## config.mk

```make
export PLATFORM = sky130hd
export DESIGN_NAME = tso_top
export DESIGN_NICKNAME = d
export VERILOG_FILES = /design/src/rtl/tso_sync.v /design/src/rtl/tso_top.v
export VERILOG_INCLUDE_DIRS = /design/src /design/src/rtl
export SDC_FILE = /design/constraint.sdc
export NUM_CORES = 1
export LEC_CHECK = 0
export BUFFER_PORTS_ARGS = -buffer_cell sky130_fd_sc_hd__buf_2
export CORE_MARGIN = 2
export CORE_UTILIZATION = 45
export CTS_BUF_LIST = sky130_fd_sc_hd__clkbuf_4
export DETAILED_ROUTE_END_ITERATION = 10
export PLACE_DENSITY = 0.72
export SLEW_MARGIN = 10
export SYNTH_ARGS = -nofsm -noshare
export SYNTH_HDL_FRONTEND = slang
export SYNTH_SLANG_ARGS = --single-unit
```

## constraint.sdc

```tcl
create_clock -name clk_sys_i -period 4.95 [get_ports clk_sys_i]
set_input_delay 0.495 -clock clk_sys_i [delete_from_list [all_inputs] [get_ports clk_sys_i]]
set_output_delay 0.495 -clock clk_sys_i [all_outputs]
set_load 0.05 [all_outputs]
```

## src/rtl/tso_defines.vh

```
// Constants for the transport stream output block.
// Assumes inclusion by bare name from the rtl directory.
`ifndef TSO_DEFINES_VH
`define TSO_DEFINES_VH

// ----------------------------------------
// Register offsets (byte addresses)
// ----------------------------------------
`define TSO_OFS_CTRL 8'h00
`define TSO_OFS_STATUS 8'h04
`define TSO_OFS_INT_STAT 8'h08
`define TSO_OFS_INT_MASK 8'h0c
`define TSO_OFS_PKT_COUNT 8'h10

// ----------------------------------------
// Control register fields
// ----------------------------------------
`define TSO_CTRL_POL_BIT 0
`define TSO_CTRL_MARK_BIT 1
`define TSO_CTRL_SER_BIT 2
`define TSO_CTRL_ORDER_BIT 3
`define TSO_CTRL_AUX_LSB 4
`define TSO_CTRL_AUX_MSB 5
`define TSO_CTRL_RESET 6'h00

// ----------------------------------------
// Status register fields
// ----------------------------------------
`define TSO_STAT_LOCK_BIT 0
`define TSO_STAT_BUSY_BIT 1
`define TSO_STAT_TEST_BIT 2
`define TSO_STAT_ADDR_LSB 8

// ----------------------------------------
// Interrupt bits
// ----------------------------------------
`define TSO_INT_START_BIT 0
`define TSO_INT_UNCORR_BIT 1
`define TSO_INT_LOCK_BIT 2
`define TSO_INT_RESET 3'h0

// ----------------------------------------
// Auxiliary output select codes
// ----------------------------------------
`define TSO_AUX_LOW 2'h0
`define TSO_AUX_START 2'h1
`define TSO_AUX_SYM2X 2'h2
`define TSO_AUX_SYM 2'h3

// ----------------------------------------
// Packet slot layout and timing
// ----------------------------------------
`define TSO_SLOT_BYTES 8'hcc
`define TSO_PAYLOAD_BYTES 8'hbc
`define TSO_PARITY_BYTES 8'h10
`define TSO_HDR_ERR_BYTE 8'h01
`define TSO_HDR_ERR_BIT 7
`define TSO_DEV_ADDR_HI 4'h1
`define TSO_HALF_DIV 4

`endif

```

## src/rtl/tso_sync.v

```verilog
// Two-flop synchroniser with rising edge detect, one lane per bit.
// Assumes d_i is asynchronous to clk_sys_i.
`timescale 1ns/1ps

module tso_sync #(
    parameter W = 1
) (
    input wire clk_sys_i,
    input wire rst_n_i,
    input wire [W-1:0] d_i,
    output wire [W-1:0] q_o,
    output wire [W-1:0] rise_o
);

reg [W-1:0] meta;
reg [W-1:0] sync;
reg [W-1:0] sync_d;

always @(posedge clk_sys_i or negedge rst_n_i)
begin
    if (!rst_n_i)
    begin
        meta <= {W{1'b0}};
        sync <= {W{1'b0}};
        sync_d <= {W{1'b0}};
    end
    else
    begin
        meta <= d_i;
        sync <= meta;
        sync_d <= sync;
    end
end

assign q_o = sync;
assign rise_o = sync & ~sync_d;

endmodule

```

## src/rtl/tso_top.v

```verilog
// Transport stream output stage: packet framer, pin mapping, aux clock,
// control registers and interrupt.
// Assumes source bytes and frame lock come from logic on clk_sys_i;
// straps, test pin and the symbol clock are asynchronous pins.
//
// Notes on behaviour
// - Parallel byte or serial bit output selectable.
// - Parallel mode chooses which pin carries MSB.
// - Serial mode chooses lowest or highest pin.
// - Packet clock is byte/bit clock, polarity programmable.
// - Valid strobe high only during payload bytes.
// - Error flag high whole uncorrectable packet slot.
// - Frame lock output follows receiver synchronisation.
// - Aux output: twice symbol, symbol, packet start.
// - Aux output low after reset until selected.
// - Bus address fixed 0001 plus three straps.
// - Low reset input holds whole block reset.
// - Clock polarity defaults 0, falling edge capture.
// - Serial mode drives unused data pins low.
// - Aux select 00 low,01 start,10 2x,11 1x.
// - Mark header error bit unless marking disabled.
`timescale 1ns/1ps
`include "tso_defines.vh"

module tso_top #(
    parameter HALF_DIV = `TSO_HALF_DIV
) (
    input wire clk_sys_i,
    input wire rst_n_i,
    input wire [7:0] reg_addr_i,
    input wire [31:0] reg_wdata_i,
    input wire reg_wr_i,
    input wire reg_rd_i,
    output reg [31:0] reg_rdata_o,
    input wire src_valid_i,
    input wire src_sop_i,
    input wire [7:0] src_data_i,
    input wire src_uncorr_i,
    output wire src_ready_o,
    input wire frame_sync_i,
    input wire sym2x_clk_i,
    input wire bus_addr_strap_0_i,
    input wire bus_addr_strap_1_i,
    input wire bus_addr_strap_2_i,
    input wire factory_test_input_i,
    output reg [7:0] stream_data_pins_o,
    output reg packet_clock_out_o,
    output reg packet_valid_strobe_o,
    output reg packet_error_flag_o,
    output reg frame_lock_out_o,
    output reg aux_clock_out_o,
    output reg [6:0] bus_dev_addr_o,
    output reg irq_o
);

// ----------------------------------------
// States and local constants
// ----------------------------------------
localparam ST_IDLE = 3'b001;
localparam ST_PAY = 3'b010;
localparam ST_PAR = 3'b100;
localparam [7:0] LAST_PAY = `TSO_PAYLOAD_BYTES - 8'h01;
localparam [7:0] LAST_SLOT = `TSO_SLOT_BYTES - 8'h01;

// ----------------------------------------
// Pin synchronisers
// ----------------------------------------
wire [3:0] pins_sync;
wire sym2x_sync;
wire sym2x_rise;

tso_sync #(
    .W(4)
) u_pin_sync (
    .clk_sys_i(clk_sys_i),
    .rst_n_i(rst_n_i),
    .d_i({factory_test_input_i, bus_addr_strap_2_i, bus_addr_strap_1_i, bus_addr_strap_0_i}),
    .q_o(pins_sync),
    .rise_o()
);

tso_sync #(
    .W(1)
) u_sym_sync (
    .clk_sys_i(clk_sys_i),
    .rst_n_i(rst_n_i),
    .d_i(sym2x_clk_i),
    .q_o(sym2x_sync),
    .rise_o(sym2x_rise)
);

// ----------------------------------------
// Control registers
// ----------------------------------------
reg [5:0] ctrl;
reg [2:0] int_stat;
reg [2:0] int_mask;
reg [31:0] pkt_count;
reg [1:0] cap_cnt;
wire pol = ctrl[`TSO_CTRL_POL_BIT];
wire mark_off = ctrl[`TSO_CTRL_MARK_BIT];
wire serial = ctrl[`TSO_CTRL_SER_BIT];
wire order = ctrl[`TSO_CTRL_ORDER_BIT];
wire [1:0] aux_sel = ctrl[`TSO_CTRL_AUX_MSB:`TSO_CTRL_AUX_LSB];

// ----------------------------------------
// Framer state
// ----------------------------------------
reg [2:0] state;
reg [HALF_DIV-1:0] div_cnt;
reg ph;
reg [7:0] cur_byte;
reg [7:0] byte_idx;
reg [2:0] bit_idx;
reg valid;
reg pkt_err;
reg lock_d;
reg toggle_sym;
reg [2:0] next_events;

wire tick = (div_cnt == {HALF_DIV{1'b0}});
wire launch = tick & ~ph;
wire byte_end = ~serial | (bit_idx == 3'h7);
wire take_first = (state == ST_IDLE) & src_valid_i & src_sop_i;
wire take_next = (state == ST_PAY) & byte_end & (byte_idx != LAST_PAY) & src_valid_i;
wire stall = (state == ST_PAY) & byte_end & (byte_idx != LAST_PAY) & ~src_valid_i;
wire [7:0] next_idx = take_first ? 8'h00 : byte_idx + 8'h01;

assign src_ready_o = launch & (take_first | take_next);

// Header error bit is forced only for uncorrectable packets
// header error marking
wire uncorr_now = take_first ? src_uncorr_i : pkt_err;
wire mark = ~mark_off & uncorr_now & (next_idx == `TSO_HDR_ERR_BYTE);
wire [7:0] in_byte = src_data_i | (mark ? 8'h80 : 8'h00);

// ----------------------------------------
// Byte and bit sequencer
// ----------------------------------------
// async reset everywhere
always @(posedge clk_sys_i or negedge rst_n_i)
begin
    if (!rst_n_i)
    begin
        state <= ST_IDLE;
        div_cnt <= {HALF_DIV{1'b0}};
        ph <= 1'b0;
        cur_byte <= 8'h00;
        byte_idx <= 8'h00;
        bit_idx <= 3'h0;
        valid <= 1'b0;
        pkt_err <= 1'b0;
    end
    else
    begin
        div_cnt <= tick ? HALF_DIV[HALF_DIV-1:0] - {{(HALF_DIV-1){1'b0}}, 1'b1} : div_cnt - 1'b1;
        // clock phase ph holds low while source stalls
        if (tick & ph)
            ph <= 1'b0;
        else if (launch & ~stall)
            ph <= 1'b1;
        if (launch & ~stall)
        begin
            case (state)
                ST_IDLE:
                begin
                    bit_idx <= 3'h0;
                    byte_idx <= 8'h00;
                    if (take_first)
                    begin
                        state <= ST_PAY;
                        cur_byte <= in_byte;
                        valid <= 1'b1;
                        pkt_err <= src_uncorr_i;
                    end
                    else
                    begin
                        cur_byte <= 8'h00;
                        valid <= 1'b0;
                        pkt_err <= 1'b0;
                    end
                end
                ST_PAY:
                begin
                    if (!byte_end)
                    begin
                        bit_idx <= bit_idx + 3'h1;
                        cur_byte <= {cur_byte[6:0], 1'b0};
                    end
                    else if (byte_idx == LAST_PAY)
                    begin
                        state <= ST_PAR;
                        bit_idx <= 3'h0;
                        byte_idx <= `TSO_PAYLOAD_BYTES;
                        cur_byte <= 8'h00;
                        valid <= 1'b0;
                    end
                    else
                    begin
                        bit_idx <= 3'h0;
                        byte_idx <= next_idx;
                        cur_byte <= in_byte;
                    end
                end
                ST_PAR:
                begin
                    bit_idx <= byte_end ? 3'h0 : bit_idx + 3'h1;
                    if (byte_end)
                    begin
                        byte_idx <= next_idx;
                        if (byte_idx == LAST_SLOT)
                        begin
                            state <= ST_IDLE;
                            pkt_err <= 1'b0;
                        end
                    end
                end
                default:
                    state <= ST_IDLE;
            endcase
        end
    end
end

// ----------------------------------------
// Pin mapping
// ----------------------------------------
wire [7:0] rev_byte;
genvar gi;
generate
    for (gi = 0; gi < 8; gi = gi + 1)
    begin : g_rev
        assign rev_byte[gi] = cur_byte[7-gi];
    end
endgenerate

reg [7:0] next_pins;
always @*
begin
    next_pins = 8'h00;
    if (serial)
    begin
        if (order)
            next_pins[7] = cur_byte[7];
        else
            next_pins[0] = cur_byte[7];
    end
    else if (order)
        next_pins = rev_byte;
    else
        next_pins = cur_byte;
end

reg next_aux;
always @*
begin
    case (aux_sel)
        `TSO_AUX_START:
            next_aux = (state == ST_PAY) & (byte_idx == 8'h00);
        `TSO_AUX_SYM2X:
            next_aux = sym2x_sync;
        `TSO_AUX_SYM:
            next_aux = toggle_sym;
        default:
            next_aux = 1'b0;
    endcase
end

// ----------------------------------------
// Registered outputs
// ----------------------------------------
always @(posedge clk_sys_i or negedge rst_n_i)
begin
    if (!rst_n_i)
    begin
        stream_data_pins_o <= 8'h00;
        packet_clock_out_o <= 1'b0;
        packet_valid_strobe_o <= 1'b0;
        packet_error_flag_o <= 1'b0;
        frame_lock_out_o <= 1'b0;
        aux_clock_out_o <= 1'b0;
        toggle_sym <= 1'b0;
        lock_d <= 1'b0;
        irq_o <= 1'b0;
    end
    else
    begin
        stream_data_pins_o <= next_pins;
        packet_clock_out_o <= ph ^ pol;
        packet_valid_strobe_o <= valid;
        packet_error_flag_o <= pkt_err;
        frame_lock_out_o <= frame_sync_i;
        lock_d <= frame_sync_i;
        if (sym2x_rise)
            toggle_sym <= ~toggle_sym;
        aux_clock_out_o <= next_aux;
        irq_o <= |(int_stat & int_mask);
    end
end

// ----------------------------------------
// Address strap capture
// ----------------------------------------
always @(posedge clk_sys_i or negedge rst_n_i)
begin
    if (!rst_n_i)
    begin
        cap_cnt <= 2'h0;
        bus_dev_addr_o <= 7'h00;
    end
    else if (cap_cnt != 2'h3)
    begin
        cap_cnt <= cap_cnt + 2'h1;
        bus_dev_addr_o <= {`TSO_DEV_ADDR_HI, pins_sync[2:0]};
    end
end

// ----------------------------------------
// Register bus and interrupts
// ----------------------------------------
always @*
begin
    next_events = 3'h0;
    next_events[`TSO_INT_START_BIT] = src_ready_o & take_first;
    next_events[`TSO_INT_UNCORR_BIT] = src_ready_o & take_first & src_uncorr_i;
    next_events[`TSO_INT_LOCK_BIT] = lock_d ^ frame_sync_i;
end

wire wr_stat = reg_wr_i & (reg_addr_i == `TSO_OFS_INT_STAT);

always @(posedge clk_sys_i or negedge rst_n_i)
begin
    if (!rst_n_i)
    begin
        ctrl <= `TSO_CTRL_RESET;
        int_stat <= `TSO_INT_RESET;
        int_mask <= `TSO_INT_RESET;
        pkt_count <= 32'h0000_0000;
        reg_rdata_o <= 32'h0000_0000;
    end
    else
    begin
        if (next_events[`TSO_INT_START_BIT])
            pkt_count <= pkt_count + 32'h0000_0001;
        // Set wins over a same-cycle write-one clear
        int_stat <= (int_stat & ~(wr_stat ? reg_wdata_i[2:0] : 3'h0)) | next_events;
        if (reg_wr_i)
        begin
            if (reg_addr_i == `TSO_OFS_CTRL)
                ctrl <= reg_wdata_i[5:0];
            else if (reg_addr_i == `TSO_OFS_INT_MASK)
                int_mask <= reg_wdata_i[2:0];
        end
        reg_rdata_o <= 32'h0000_0000;
        if (reg_rd_i)
        begin
            if (reg_addr_i == `TSO_OFS_CTRL)
                reg_rdata_o <= {26'h000_0000, ctrl};
            else if (reg_addr_i == `TSO_OFS_STATUS)
                reg_rdata_o <= {17'h0_0000, bus_dev_addr_o, 5'h00, pins_sync[3], ~(state == ST_IDLE),
                                frame_lock_out_o};
            else if (reg_addr_i == `TSO_OFS_INT_STAT)
                reg_rdata_o <= {29'h0000_0000, int_stat};
            else if (reg_addr_i == `TSO_OFS_INT_MASK)
                reg_rdata_o <= {29'h0000_0000, int_mask};
            else if (reg_addr_i == `TSO_OFS_PKT_COUNT)
                reg_rdata_o <= pkt_count;
        end
    end
end

endmodule

```

# Word level (Yosys, flattened, before mapping)

Index checks and enable logic that the tools add are counted.

Output and inout port bits: 54
Register bits: 137
Logic and storage cells: 151
Input port bits: 61

Eq/ne operators: 21
Bitwise gates (word level): 35
Multiplexer cells: 44
Add/subtract/negate cells: 5
Reductions and logical operators: 18

Operators with widths:

| operator                                                        | number |
|---|---|
| 32-bit 2-to-1 mux                                               | 6 |
| 8-bit 2-to-1 mux                                                | 9 |
| 32-bit by 1-bit adder with 32-bit output, second input constant | 1 |
| 8-bit case mux with 3 select lines                              | 1 |
| 3-bit 2-to-1 mux                                                | 7 |
| 1-bit AND                                                       | 17 |
| 8-bit by 4-bit == test with 1-bit output, second input constant | 2 |
| 8-bit == test, second input constant                            | 2 |
| 8-bit logical NOT                                               | 2 |
| 8-bit case mux with 2 select lines                              | 1 |
| 1-bit 2-to-1 mux                                                | 13 |
| 4-bit AND reduction                                             | 3 |
| 2-bit != test, second input constant                            | 5 |
| 1-bit NOT                                                       | 9 |
| 3-bit case mux with 3 select lines                              | 1 |
| 8-bit by 1-bit adder with 8-bit output, second input constant   | 1 |
| 8-bit by 1-bit == test with 1-bit output, second input constant | 1 |
| 8-bit by 3-bit == test with 1-bit output, second input constant | 1 |
| 8-bit by 5-bit == test with 1-bit output, second input constant | 1 |
| 8-bit != test, second input constant                            | 1 |
| 8-bit OR                                                        | 1 |
| 2-bit nonzero test                                              | 4 |
| 3-bit AND                                                       | 2 |
| 3-bit == test, second input constant                            | 2 |
| other kinds (24)                                                | 30 |

# Longest topological paths before layout

Word-level depth: 11
Depth in mapped cells: 9
Gate-level depth less buffers: 7

# Cells and area by module

A second synthesis with hierarchy kept.

Cells, all modules: 547
Area, all modules: 6,316.1 µm²

By module, submodules not included:

| module                 | cells each | area an instance (µm²) | sequential area each (µm²) | instances |
|---|---|---|---|---|
| tso_top                | 527        | 5,871.9                | 3,154.3                    | 1 |
| tso_sync at u_pin_sync | 16         | 355.3                  | 300.3                      | 1 |
| tso_sync at u_sym_sync | 4          | 88.8                   | 75.1                       | 1 |

# Worst setup path after synthesis

No wires, ideal clock.

Path type: reg2out
Start: reg state[2]
End: out src_ready_o
Arrival: 2,079 ps
Buffers on the path: 2
Stages on the path, launching flop included: 7
Data required time: 4,455 ps
Setup slack: 2,376 ps
Cell sequence: dfrtp_1 -> buf_2 -> or3b_1 -> buf_2 -> a21oi_4 -> nand3_1 -> a21oi_1

Longest elaborated chain between the ends: 6
Elaborated cells between the ends (all ways): 9
Those cells by class: 2 x eq/ne; 7 x bitwise

RTL lines:

| element                                  | RTL line      | source |
|---|---|---|
| start: declaration                       | tso_top.v:109 | `reg [2:0] state;` |
| start signal: assignment                 | tso_top.v:145 | `state <= ST_IDLE;` |
| start signal: assignment                 | tso_top.v:171 | `state <= ST_PAY;` |
| start signal: assignment                 | tso_top.v:192 | `state <= ST_PAR;` |
| 3-bit by 2-bit == test with 1-bit output | tso_top.v:125 | `wire take_next = (state == ST_PAY) & byte_end & (byte_idx != LAST_PAY) & src_valid_i;` |
| 1-bit AND (3 in a row)                   | tso_top.v:125 |  |
| 1-bit OR (*)                             | tso_top.v:129 | `assign src_ready_o = launch & (take_first \| take_next);` |
| 1-bit AND (*)                            | tso_top.v:129 |  |
| end: declaration                         | tso_top.v:39  | `output wire src_ready_o,` |

Mark *: on every way between the ends. The rest lies on a longest branch, timed or not.

# Final worst setup path

Start: reg state[0]
End: out src_ready_o

The elaborated chain is that of the path after synthesis.

==> results.sh <==
export IMPL_fin_util_pct=52.16
export IMPL_synth_cell_type_count=57
export IMPL_finalInstanceArea_um2=6853
export IMPL_worst_slack_ns=1.904
export IMPL_dp_slack_ns=2.031
export IMPL_r2r_slack_ns=2.01
export IMPL_synthToLayoutAreaGrowth_pct=14.39
export IMPL_ctsRootBufferMaster="clkbuf_4"
export IMPL_cts_max_path_buffers=2
export IMPL_reg2reg_depth=7
export IMPL_period_share_pct=61.53
export IMPL_finalNonFillerCells=803
export IMPL_synth_edf_count=0
export IMPL_r2r_start="div_cnt[0]$_DFF_PN0_"
export IMPL_top_usage_layer="met2"
export IMPL_worstSetupPathType="flop to primary output"
export IMPL_synth_area_per_cell_um2=11.24
export IMPL_placementRows=42
export IMPL_dp_cells=771
export IMPL_worstPathArrival_ns=2.55
export IMPL_grt_pass1_wl_um=20360
export IMPL_cts_resized=0
export IMPL_slew_viol_final=0
export IMPL_hold_ws_ns=0.03298
export IMPL_synth_seq_area_share_pct=57.25
export IMPL_peakVddDrop_v=0.0001434
export IMPL_clock_latency_ns=0.54
export IMPL_post_cts_buffers=0
export IMPL_die_area_um2=14250
export IMPL_rsz0062_at_grt="false"
export IMPL_finalCriticalPeriod_ns=3.046
export IMPL_cp_start_kind="flop"
export IMPL_drt_pre_antenna_iters=4
export IMPL_clkSlewWorstSetupHoldPaths_ns=0.11
export IMPL_grt_max_degree=101
export IMPL_vias_per_cell=5.375
export IMPL_ys_ff_latch=137
export IMPL_setup_viol_count_final=0
export IMPL_port_buffers=85
export IMPL_htree_levels=4
export IMPL_drtIter0Drc=376
export IMPL_worst_pin_slew_ns=1.179
export IMPL_start_util_pct=45.60
export IMPL_nets=682
export IMPL_drive_above_1_share_pct=22.65
export IMPL_vias=4316
export IMPL_coreArea_um2=13140
export IMPL_drv_cap=0
export IMPL_status="finished clean"
export IMPL_synthesis_area_um2=5991
export IMPL_postSynth_asyncResetShare_pct=100.0
export IMPL_n_antenna_cell=0
export IMPL_worstHoldPathType="input port to async pin"
export IMPL_leakage_nw=3.328
export IMPL_p_per_area_nw_per_um2=308.8
export IMPL_final_cell_mix="dfrtp_1, buf_2, nand2_1"
export IMPL_cts_tree="built"
export IMPL_fin_skew_ns=0.01281
export IMPL_overflow=0
export IMPL_cts_sinks=137
export IMPL_finalHoldViolCount=0
export IMPL_ctsHoldBuffers=0
export IMPL_dpl_instance_area_um2=6534
export IMPL_ys_warn_count=0
export IMPL_drt_total_wl_um=12100
export IMPL_design_portCount=115
export IMPL_use_met3_pct=4.023
export IMPL_grt_pass1_vias=4239
export IMPL_final_common_cell="dfrtp_1"
export IMPL_grtUsageMet1_pct=23.16
export IMPL_cts_made_buffers=17
export IMPL_regToRegEndpoint="pkt_count[28]$_DFFE_PN0P_"
export IMPL_avgRoutedWirePerCell_um=15.07
export IMPL_antenna_found_initial=0
export IMPL_drc=0
export IMPL_die_w_um=119.4
export IMPL_track_usage_pct=18.03
export IMPL_tns_ns=0
export IMPL_cp_required_ns=4.45
export IMPL_report_power_total_mw=2.116
export IMPL_gp_congestion=0.8695
export IMPL_path_max_fanout=14
export IMPL_ant_nets=0
export IMPL_postSynthCellCount=533
export IMPL_end_kind="primary output"
export IMPL_use_met2_pct=28.70
export IMPL_dieHeight_um=119.4
export IMPL_hpwl_um=8570
export IMPL_max_freq_ghz=0.3283
export IMPL_relSlewSlack_pct=20.69
export IMPL_yosys_most_used_dff="dfrtp_1"
## layer usage
layer  wire length, µm  up-vias
met5                 0        -
met4               323        0
met3               502       29
met2              5977      123
met1              5298     2120
li1                  -     2044
## worst max-delay path by stage
stage                    startpoint                        end  slack [ns]
6_report       state[0]$_DFFE_PN1P_                src_ready_o        1.90
4_1_cts        state[0]$_DFFE_PN1P_                src_ready_o        1.90
5_1_grt        div_cnt[0]$_DFF_PN0_  pkt_count[25]$_DFFE_PN0P_        1.78
3_3_place_gp   div_cnt[0]$_DFF_PN0_     bit_idx[0]$_DFFE_PN0P_        2.16
2_1_floorplan  state[2]$_DFFE_PN0P_                src_ready_o        2.38
3_5_place_dp   div_cnt[0]$_DFF_PN0_  pkt_count[28]$_DFFE_PN0P_        2.03
## state kept, by name (all words and copies together), names as in the netlist, 6 cells and up
signal / cells
reg_rdata_o: 32
stream_data_pins_o: 8
pkt_count: 32
cur_byte: 8
ctrl: 6
byte_idx: 8
## critical path: stages, from the launching register on
cell,delay (ns)
dfstp_2,0.69
nor3b_1,0.59
nand3_1,0.25
a21oi_1,0.20
buf_2,0.28
## synth_stat cells, drive strengths merged (14+ instances only)
cell type,n,area [µm²]
a21oi,23,126.4
o21ai,15,75.07
nand3,20,100.1
nand2,36,135.1
mux2,16,180.2
dfrtp,136,3403
and3,17,106.4
inv,14,52.55
and2,29,181.4
nand4,17,106.4
xnor2,32,280.3
nor2,31,116.4
## where the power goes
part           switching, mW  internal [mW]  leakage (nW)  total (mW)
Combinational         0.0876         0.0496          1.36       0.137
Clock                  0.396          0.408         0.160       0.803
Sequential            0.0300           1.15          1.80        1.18
## logic make-up after synthesis
group | synth area share [%]
and+or+nand+nor | 18.09
DFF | 57.25
AOI/OAI and AO/OA | 9.629
buffers and inverters | 2.945
xor gates and xnor gates | 5.556
muxes | 5.013
adders and majority gates | 1.462
other | 0.06260
## area by class of cell
cell class	instances	area (µm²)
Clock buffer	19	142.6
Clock inverter	13	176.4
Fill cell	1165	6285
Inverter	14	52.55
Multi-Input combinational cell	358	2392
Sequential cell	137	3430
Tap cell	176	220.2
Timing Repair Buffer	86	439.2
Note: power is estimated with default switching activity, not from simulation.
